**src/hdl/crhp_pkg.sv**
```systemverilog
// shared constants, types and helpers of the configuration register host port
// assumes a single 40 MHz clock and a 10-bit shared parallel bus
package crhp_pkg;

    // width of the shared parallel bus and of every configuration register
    localparam int CRHP_DATA_W = 10;
    // default number of configuration registers behind the port
    localparam int CRHP_REG_COUNT = 32;
    // value of every configuration register and bus output after reset
    localparam logic [CRHP_DATA_W-1:0] CRHP_RST_DATA = 10'h000;
    // value driven back for an address with no register behind it
    localparam logic [CRHP_DATA_W-1:0] CRHP_MISS_DATA = 10'h000;

    // address latching sequencer: which meaning the next write has
    typedef enum logic [0:0] {
        CRHP_SEQ_ADDR = 1'b0, // next write is taken as an address
        CRHP_SEQ_DATA = 1'b1  // next write is taken as data
    } crhp_seq_e;

    // host strobes and line qualifiers as sampled on one clock edge
    typedef struct packed {
        logic cs_n;     // chip select, low active
        logic rd_n;     // register read strobe, low active
        logic wr_n;     // register write strobe, low active
        logic sync;     // line sync, high during a line scan
        logic pix_rd_n; // pixel read strobe, low active
    } crhp_strobe_s;

    // a configuration register write as reported to the rest of the device
    typedef struct packed {
        logic we;                       // one-cycle write pulse
        logic [CRHP_DATA_W-1:0] addr;   // register address
        logic [CRHP_DATA_W-1:0] data;   // value written
    } crhp_cfgwr_s;

    // true when a latched address names an existing register
    function automatic logic crhp_hit(input logic [CRHP_DATA_W-1:0] a, input int unsigned n);
        return int'(a) < int'(n);
    endfunction

endpackage

```
**src/hdl/crhp_regfile.sv**
```systemverilog
// storage of the configuration registers: one write port, one read port
// assumes the caller keeps addresses inside the depth; read data is registered
`timescale 1ns/10ps
module crhp_regfile
    import crhp_pkg::*;
#(
    parameter int DW = CRHP_DATA_W,
    parameter int DEPTH = CRHP_REG_COUNT,
    parameter int AW = $clog2(DEPTH)
) (
    // clock and reset
    input wire logic clk_i,
    input wire logic rst_n_i,
    // write port
    input wire logic we_i,
    input wire logic [AW-1:0] waddr_i,
    input wire logic [DW-1:0] wdata_i,
    // read port
    input wire logic [AW-1:0] raddr_i,
    output logic [DW-1:0] rdata_o
);

    // the register array itself
    logic [DW-1:0] mem_r [DEPTH];

    // refuse shapes the addressing cannot serve
    initial begin
        if (DEPTH < 2 || AW < $clog2(DEPTH)) begin
            $error("crhp_regfile: bad depth or address width");
        end
    end

    // writes, and a synchronous clear of every register at reset
    always_ff @(posedge clk_i) begin
        if (!rst_n_i) begin
            for (int i = 0; i < DEPTH; i++) begin
                mem_r[i] <= DW'(CRHP_RST_DATA);
            end
        end else if (we_i && int'(waddr_i) < DEPTH) begin
            mem_r[waddr_i] <= wdata_i;
        end
    end

    // registered read, shows a write one cycle later
    always_ff @(posedge clk_i) begin
        if (!rst_n_i) begin
            rdata_o <= DW'(CRHP_RST_DATA);
        end else if (int'(raddr_i) < DEPTH) begin
            rdata_o <= mem_r[raddr_i];
        end else begin
            rdata_o <= DW'(CRHP_MISS_DATA);
        end
    end

endmodule

```
**src/hdl/crhp_top.sv**
```systemverilog
// parallel host port of the configuration register file
// assumes host strobes are synchronous to SYS_CLK_I; the pad combines
// BUS_O and BUS_OE_O with BUS_I outside this module
`timescale 1ns/10ps

// What this block does
// - register access only while chip select low
// - read with select, sync low drives register
// - first cycle of every selected read resets address sequencer
// - read without select drives bus, undefined data
// - write with select captures bus value
// - first write of sequence latches address
// - second write stores data at latched address
// - writes accepted whatever line sync level
// - sync high, pixel read low outputs pixel
module crhp_top
    import crhp_pkg::*;
#(
    parameter int REG_COUNT = CRHP_REG_COUNT
) (
    // clock and reset
    input wire logic SYS_CLK_I,
    input wire logic RST_N_I,
    // host strobes
    input wire logic CS_N_I,
    input wire logic RD_N_I,
    input wire logic WR_N_I,
    // line qualifiers
    input wire logic LINE_SYNC_I,
    input wire logic PIX_RD_N_I,
    input wire logic [CRHP_DATA_W-1:0] PIX_DATA_I,
    // shared parallel bus, split into its three signals
    input wire logic [CRHP_DATA_W-1:0] SHARED_PARALLEL_BUS_I,
    output logic [CRHP_DATA_W-1:0] SHARED_PARALLEL_BUS_O,
    output logic SHARED_PARALLEL_BUS_OE_O,
    // write report to the rest of the device
    output logic CFG_WE_O,
    output logic [CRHP_DATA_W-1:0] CFG_ADDR_O,
    output logic [CRHP_DATA_W-1:0] CFG_DATA_O,
    // sequencer state for observation
    output logic SEQ_DATA_O
);

    localparam int AW = $clog2(REG_COUNT);

    // refuse a register count the 10-bit address cannot reach
    initial begin
        if (REG_COUNT < 2 || REG_COUNT > (1 << CRHP_DATA_W)) begin
            $error("crhp_top: REG_COUNT out of range");
        end
    end

    // strobes gathered into one carrier
    crhp_strobe_s strb;
    assign strb = '{cs_n: CS_N_I, rd_n: RD_N_I, wr_n: WR_N_I,
                    sync: LINE_SYNC_I, pix_rd_n: PIX_RD_N_I};

    // state of the port
    crhp_seq_e seq_r;                       // address latching sequencer
    crhp_seq_e seq_nxt;                     // its next value
    logic [CRHP_DATA_W-1:0] addr_r;         // latched register address
    logic [CRHP_DATA_W-1:0] addr_nxt;       // its next value
    logic wr_act_d_r;                       // write strobe seen last cycle
    logic rd_act_d_r;                       // read strobe seen last cycle
    crhp_cfgwr_s cfg_r;                     // registered write report
    crhp_cfgwr_s cfg_nxt;                   // its next value
    logic [CRHP_DATA_W-1:0] bus_nxt;        // next bus value
    logic oe_nxt;                           // next bus enable
    logic [CRHP_DATA_W-1:0] bus_r;          // bus value register
    logic oe_r;                             // bus enable register
    logic [CRHP_DATA_W-1:0] rd_data;        // registered regfile read data

    // strobe decode
    wire wr_act = !strb.wr_n && !strb.cs_n;
    wire rd_act = !strb.rd_n && !strb.cs_n;
    wire wr_start = wr_act && !wr_act_d_r;                   // one pulse per write
    wire rd_start = rd_act && !rd_act_d_r;                   // one pulse per read
    wire pix_sel = strb.sync && !strb.pix_rd_n;
    wire reg_sel = rd_act && !strb.sync;
    wire stray_sel = !strb.rd_n && strb.cs_n;
    wire addr_phase = wr_start && (seq_r == CRHP_SEQ_ADDR);
    wire data_phase = wr_start && (seq_r == CRHP_SEQ_DATA);
    wire addr_hit = crhp_hit(addr_r, REG_COUNT);             // register exists
    wire data_we = data_phase && addr_hit;                   // store enable
    // an address past the file reads as the miss value, not an aliased register
    wire [CRHP_DATA_W-1:0] rd_word = addr_hit ? rd_data : CRHP_MISS_DATA;

    // sequencer: a read restarts it, writes alternate address and data
    always_comb begin
        seq_nxt = seq_r;
        if (rd_start) begin
            seq_nxt = CRHP_SEQ_ADDR;
        end else if (addr_phase) begin
            seq_nxt = CRHP_SEQ_DATA;
        end else if (data_phase) begin
            seq_nxt = CRHP_SEQ_ADDR;
        end
    end

    // address latch takes the bus on the first write
    assign addr_nxt = addr_phase ? SHARED_PARALLEL_BUS_I : addr_r;

    // write report follows the data write by one cycle
    assign cfg_nxt = '{we: data_phase,
                       addr: data_phase ? addr_r : cfg_r.addr,
                       data: data_phase ? SHARED_PARALLEL_BUS_I : cfg_r.data};

    // bus source: pixel data first, then register, then a stray read
    always_comb begin
        bus_nxt = bus_r;
        oe_nxt = 1'b0;
        if (pix_sel) begin
            bus_nxt = PIX_DATA_I;
            oe_nxt = 1'b1;
        end else if (reg_sel) begin
            bus_nxt = rd_word;
            oe_nxt = 1'b1;
        end else if (stray_sel) begin
            bus_nxt = PIX_DATA_I ^ rd_data;
            oe_nxt = 1'b1;
        end
    end

    // sequencer and address registers
    always_ff @(posedge SYS_CLK_I) begin
        if (!RST_N_I) begin
            seq_r <= CRHP_SEQ_ADDR;
            addr_r <= CRHP_RST_DATA;
        end else begin
            seq_r <= seq_nxt;
            addr_r <= addr_nxt;
        end
    end

    // strobe history for edge detection
    always_ff @(posedge SYS_CLK_I) begin
        if (!RST_N_I) begin
            wr_act_d_r <= 1'b0;
            rd_act_d_r <= 1'b0;
        end else begin
            wr_act_d_r <= wr_act;
            rd_act_d_r <= rd_act;
        end
    end

    // output registers
    always_ff @(posedge SYS_CLK_I) begin
        if (!RST_N_I) begin
            cfg_r <= '{we: 1'b0, addr: CRHP_RST_DATA, data: CRHP_RST_DATA};
            bus_r <= CRHP_RST_DATA;
            oe_r <= 1'b0;
        end else begin
            cfg_r <= cfg_nxt;
            bus_r <= bus_nxt;
            oe_r <= oe_nxt;
        end
    end

    // register storage, read at the latched address
    crhp_regfile #(
        .DW(CRHP_DATA_W),
        .DEPTH(REG_COUNT),
        .AW(AW)
    ) u_regfile (
        .clk_i(SYS_CLK_I),
        .rst_n_i(RST_N_I),
        .we_i(data_we),
        .waddr_i(addr_r[AW-1:0]),
        .wdata_i(SHARED_PARALLEL_BUS_I),
        .raddr_i(addr_r[AW-1:0]),
        .rdata_o(rd_data)
    );

    // ports from flip-flops
    assign SHARED_PARALLEL_BUS_O = bus_r;
    assign SHARED_PARALLEL_BUS_OE_O = oe_r;
    assign CFG_WE_O = cfg_r.we;
    assign CFG_ADDR_O = cfg_r.addr;
    assign CFG_DATA_O = cfg_r.data;
    assign SEQ_DATA_O = (seq_r == CRHP_SEQ_DATA);

    // a write strobe without chip select leaves the sequencer alone
    a_cs_gates_write: assert property (@(posedge SYS_CLK_I) disable iff (!RST_N_I)
        (!WR_N_I && CS_N_I && RD_N_I) |=> $stable(seq_r) && !CFG_WE_O)
        else $error("write without chip select changed state");

    // a qualified register read drives the registered read data
    a_read_drives_reg: assert property (@(posedge SYS_CLK_I) disable iff (!RST_N_I)
        (!CS_N_I && !RD_N_I && !LINE_SYNC_I) |=> SHARED_PARALLEL_BUS_OE_O
        && SHARED_PARALLEL_BUS_O == $past(rd_word))
        else $error("register read not driven on bus");

    // the first cycle of a selected read sends the sequencer back to address
    a_read_resets_seq: assert property (@(posedge SYS_CLK_I) disable iff (!RST_N_I)
        (!CS_N_I && !RD_N_I && !rd_act_d_r) |=> !SEQ_DATA_O)
        else $error("read did not reset sequencer");

    // a read strobe without select still turns the bus on
    a_stray_read_oe: assert property (@(posedge SYS_CLK_I) disable iff (!RST_N_I)
        (!RD_N_I && CS_N_I) |=> SHARED_PARALLEL_BUS_OE_O)
        else $error("stray read left bus released");

    // a data write reports exactly the bus value seen
    a_write_capture: assert property (@(posedge SYS_CLK_I) disable iff (!RST_N_I)
        (data_phase && RD_N_I) |=> CFG_DATA_O == $past(SHARED_PARALLEL_BUS_I))
        else $error("write data not captured");

    // the first write becomes the address and stores nothing
    a_addr_latch: assert property (@(posedge SYS_CLK_I) disable iff (!RST_N_I)
        (!CS_N_I && !WR_N_I && !wr_act_d_r && !SEQ_DATA_O && RD_N_I)
        |=> addr_r == $past(SHARED_PARALLEL_BUS_I) && SEQ_DATA_O && !CFG_WE_O)
        else $error("address write mishandled");

    // the second write, two idle cycles later, goes to the address the first carried
    a_data_store: assert property (@(posedge SYS_CLK_I) disable iff (!RST_N_I)
        (addr_phase && RD_N_I) ##1 (!wr_start && RD_N_I) [*2] ##1 (data_phase && RD_N_I)
        |=> CFG_WE_O && CFG_ADDR_O == $past(SHARED_PARALLEL_BUS_I, 4) && !SEQ_DATA_O)
        else $error("data write not stored at latched address");

    // writes pass during a line scan too
    a_write_any_sync: assert property (@(posedge SYS_CLK_I) disable iff (!RST_N_I)
        (data_phase && LINE_SYNC_I) |=> CFG_WE_O)
        else $error("write blocked by line sync");

    // pixel read during a line scan shows pixel data, not registers
    a_pixel_out: assert property (@(posedge SYS_CLK_I) disable iff (!RST_N_I)
        (LINE_SYNC_I && !PIX_RD_N_I) |=> SHARED_PARALLEL_BUS_OE_O
        && SHARED_PARALLEL_BUS_O == $past(PIX_DATA_I))
        else $error("pixel data not driven");

    // the bus is released when nothing selects it
    a_bus_idle: assert property (@(posedge SYS_CLK_I) disable iff (!RST_N_I)
        (RD_N_I && !(LINE_SYNC_I && !PIX_RD_N_I)) |=> !SHARED_PARALLEL_BUS_OE_O)
        else $error("bus driven while unselected");

endmodule

```
**config.mk**
```make
export PLATFORM = sky130hd
export DESIGN_NAME = crhp_top
export DESIGN_NICKNAME = d
export VERILOG_FILES = /design/src/hdl/crhp_pkg.sv /design/src/hdl/crhp_regfile.sv /design/src/hdl/crhp_top.sv
export SDC_FILE = /design/constraint.sdc
export NUM_CORES = 1
export LEC_CHECK = 0
export BUFFER_PORTS_ARGS = -buffer_cell sky130_fd_sc_hd__buf_2
export CAP_MARGIN = 15
export CORE_MARGIN = 5
export CORE_UTILIZATION = 50
export CTS_CLUSTER_SIZE = 12
export DETAILED_ROUTE_END_ITERATION = 7
export PLACE_DENSITY_LB_ADDON = 0.15
export SLEW_MARGIN = 25
export SYNTH_ARGS = -nofsm -noshare
export SYNTH_HDL_FRONTEND = slang
export SYNTH_SLANG_ARGS = --single-unit
```
**constraint.sdc**
```tcl
create_clock -name SYS_CLK_I -period 4.7 [get_ports SYS_CLK_I]
set_input_delay 0 -clock SYS_CLK_I [delete_from_list [all_inputs] [get_ports SYS_CLK_I]]
set_output_delay 0 -clock SYS_CLK_I [all_outputs]
set_load 0.02 [all_outputs]
```
# After elaboration in Yosys (flattened, before gate mapping)
# Memories as Yosys holds them, arrays and structs flattened. A register that Yosys moved wholly into a read port is not among the register bits.
# Index checks and enable logic that the tools add are counted.
# W data, S select, Z words.
# word_totals
regBits	45
mem_bits_rw	320
input_bits	27
out_inout_bits	33
elab_cells	52
n_memories	1
# op_classes
n_lt_le_gt_ge	1
mux	16
n_bitwise	3
n_reduce_logical	22
# mem_list
name	words	width	rd	rd_ports_with_merged_regs	wr	line_no	text
u_regfile.mem_r	32	10	1	1	32	crhp_regfile.sv:24	logic [DW-1:0] mem_r [DEPTH];
# op_table
cell	count
$mux W10	5
$logic_and A1 B1 Y1	10
$lt A10 B6 Y1 const B	1
$mux W1	10
$reduce_or A10 Y1	1
$xor A10 B10 Y10	1
$logic_not A1 Y1	8
$mux W5	1
$reduce_bool A3 Y1	1
$not A1 Y1	2
$reduce_bool A2 Y1	1
$reduce_or A2 Y1	1

# Depth between registers and ports, before layout
# depth
ltp_word	10
depth_mapped	7
mapped_depth_nobuf	4

# Cells and area by module
# Synthesis repeated with hierarchy kept, for this count alone.
# unflattened
hier_cells	1201
hier_area_um2	17061.4
# by_module_without_submodules
module	instances	cells_each	area_per_inst_um2	seq_area_each_um2
crhp_regfile	1	972	15115.7	9809.4
crhp_top	1	229	1945.6	900.9

# Worst setup path after synthesis
# OpenSTA, ideal clock, no wires.
# synth_path
path_kind	register -> register
start	register addr_r[5]
end	memory u_regfile.mem_r[29][0] in the netlist's numbering (enable)
setup_time_ns	0.347
arrival_ns	2.049
t_required_ns	4.353
setup_slack_ns	2.304
stages_incl_launch_ff	6
n_path_buf	1
synth_period_minus_slack_ns	2.396
path_cell_list	dfxtp_1 -> or4_4 -> or4b_1 -> buf_6 -> nor3_4 -> nand2b_1
# synth_lines
item	line_no	text
start: declaration	crhp_top.sv:61	logic [CRHP_DATA_W-1:0] addr_r;
start signal: assignment	crhp_top.sv:131	addr_r <= addr_nxt;
end: declaration	crhp_regfile.sv:24	

==> reports/metrics.csv <==
metric,value,unit
outcome,"complete, no violations",
ys_ff_latch,375,
antenna_cells,0,
worstHoldPathType,input pin to register,
dp.final_hpwl,29050,um
nets,1350,
final_common_cell,and2_1,
clkLatencyLatePin,0.52,ns
filler_cell_count,2766,
grt_pass1_wl,67770,um
required,4.86,ns
worstPathMaxFanout,11,
worstHoldStart,LINE_SYNC_I,
ys_types,36,
routed_wl,46510,um
die_area,37990,um^2
ant_nets,0,
drc,0,
start_util,50.85,%
path_class,register to register,
async_flop_share,0,%
placed_cell_area,17540,um^2
dieWidth,194.9,um
yosys.area_share.simple,18.09,%
r2r-start,addr_r[5],
fmax,0.2998,GHz
relSlewSlack,31.93,%
num_vias,10660,
synth_compound_area_share,6.551,%
fin_crit_sh,70.97,%
numCtsBuffers,40,
cts_max_path_buffers,3,
power_density,380.7,nW/um^2
cts_setup_buffers,0,
worst_setup_path_start_kind,register,
cpPeakStageDelay,0.79,ns
drt_iter0_drc,1152,
grt_max_degree,133,
rsz0062_at_grt,false,
yosysWarningCount,0,
wl_per_cell,25.84,um
numClockSinks,375,
fin_crit,3.335,ns
die_y,194.9,um
drv_slew,0,
port_buffers,59,
setup-tns-final,0,ns
coreArea,33620,um^2
syn-instance-count,1315,
synth_flop_cell,edfxtp_1,
grt_pass1_vias,10320,
arrival,3.49,ns
io_pins,60,
cts.clk_slew.worst_paths,0.06,ns
worstMarginPinSlew,1.021,ns
place_congestion,0.9230,
syn_to_final_growth,10.75,%
yosysSeqAreaShare,62.66,%
syn_avg_cell_area,13.00,um^2
fin_worst_skew,0.01486,ns
cp_top_family,simple AND/OR/NAND/NOR gates,
synth_edf_count,320,
cts_tree,built,
synthAdderAreaFrac,0,%
antenna_found_initial,0,
peakVddDrop,333.7,uV
fin_area,18930,um^2
cts-root-buf,clkbuf_16,
synth_xor_area_share,0,%
synth_area,17090,um^2
worstSetupEndpointType,register,
track_usage,23.75,%
drv_cap,0,
htreeDepth,2,
leakagePower,6.742,nW
synth_top_family_by_area,simple AND/OR/NAND/NOR gates,
synth_mux_area_share,9.369,%
path_cells,or4_4 > or4_1 > nor3_1 > nand2b_1,
drive_gt1_share,11.76,%
syn-num-nets,1342,
rows,67,
finalSetupViolations,0,
dr.pass1.iters,5,
path_buf_inv,0,
layout.cells.most_common_list,"and2_1 (321), edfxtp_1 (320), mux2i_1 (160)",
crit_path_start,addr_r[5],
vias_per_cell,5.924,
cp_slowest_cell,or4_1,
overflow,0,
finalHoldViolations,0,
whs,0.1092,ns
## repair_timing
| action | CTS | global route |
|---|---|---|
| hold buffers | 15 | 0 |
| gates resized for setup | 0 | 0 |
| endpoints found under the hold margin | 22 | 0 |
## cell usage after synthesis (all sizes together), types with 20 or more instances
| cell | n | area [um^2] |
|---|---|---|
| nor3 | 34 | 294.0 |
| mux2i | 160 | 1602 |
| a22o | 20 | 175.2 |
| and2 | 321 | 2008 |
| buf | 40 | 247.7 |
| nand2b | 35 | 219.0 |
| nor4 | 21 | 131.4 |
| clkbuf | 85 | 319.1 |
| o21ai | 24 | 120.1 |
| o22ai | 80 | 500.5 |
| dfxtp | 55 | 1101 |
| edfxtp | 320 | 9609 |
| a21boi | 22 | 165.2 |
| nand2 | 42 | 157.7 |
## worst reg2reg max path, delay by kind of cell (launching register included)
kind / cells / cell delay [ns]
flip-flops: 1 / 0.32
AND/OR/NAND/NOR: 4 / 2.65
## area by class of cell
class                           instances  area, um^2  area share, %
Clock buffer                           66        1215          6.418
Clock inverter                          5       25.02         0.1322
Inverter                                1       3.754        0.01983
Multi-Input combinational cell        814        5827          30.78
Sequential cell                       375       10710          56.60
Tap cell                              448       560.5          2.961
Timing Repair Buffer                   91       585.6          3.093
## path summary, 6_finish.rpt
| check | cells past startpoint | slack [ns] | end |
|---|---|---|---|
| worst max-delay path | 4 | 1.36 | u_regfile.mem_r[4][0] |
| worst min-delay path | 5 | 0.11 | SHARED_PARALLEL_BUS_O[2] |
| worst max register to register | 4 | 1.36 | u_regfile.mem_r[4][0] |
| worst min register to register | 1 | 0.47 | CFG_DATA_O[4] |
## per-stage QoR
stage                     power [W]  utilization, %  setup WS, ns  instances
after CTS                  0.007237           56.31         1.409       1800
after floorplan            0.004085               -         2.304       1315
after global routing       0.007400           56.31         1.196       1800
after global placement     0.004271           52.15         1.470       1714
after detailed placement   0.004279           52.18         1.423       1714
final                      0.007207           56.31         1.365       1800
## metal layers
layer	up-vias	share of wire (%)	GRT usage, %
met5	-	0	0
met4	0	2.5	5.870
li1	4822	-	-
met1	5322	42	33.97
met2	442	48	38.52
met3	78	7.7	3.618
## logic make-up after synthesis
kind of cell | count (synthesis)
muxes | 160
AOI/OAI and AO/OA | 167
DFF | 375
buffers and inverters | 126
and+or+nand+nor | 487
## where the power goes
part           internal [W]  switching, W
combinational      0.000127      0.000316
clock               0.00176       0.00122
sequential          0.00372     0.0000655
total               0.00560       0.00161
## registers in the layout (all words and copies together) (netlist names)
signal	flops
u_regfile.rdata_o	10
addr_r	10
u_regfile.mem_r	320
SHARED_PARALLEL_BUS_O	10
rd_act_d_r	1
CFG_ADDR_O	10
wr_act_d_r	1
CFG_WE_O	1
SHARED_PARALLEL_BUS_OE_O	1
SEQ_DATA_O	1
CFG_DATA_O	10
Note: power is estimated with default switching activity, not from simulation.
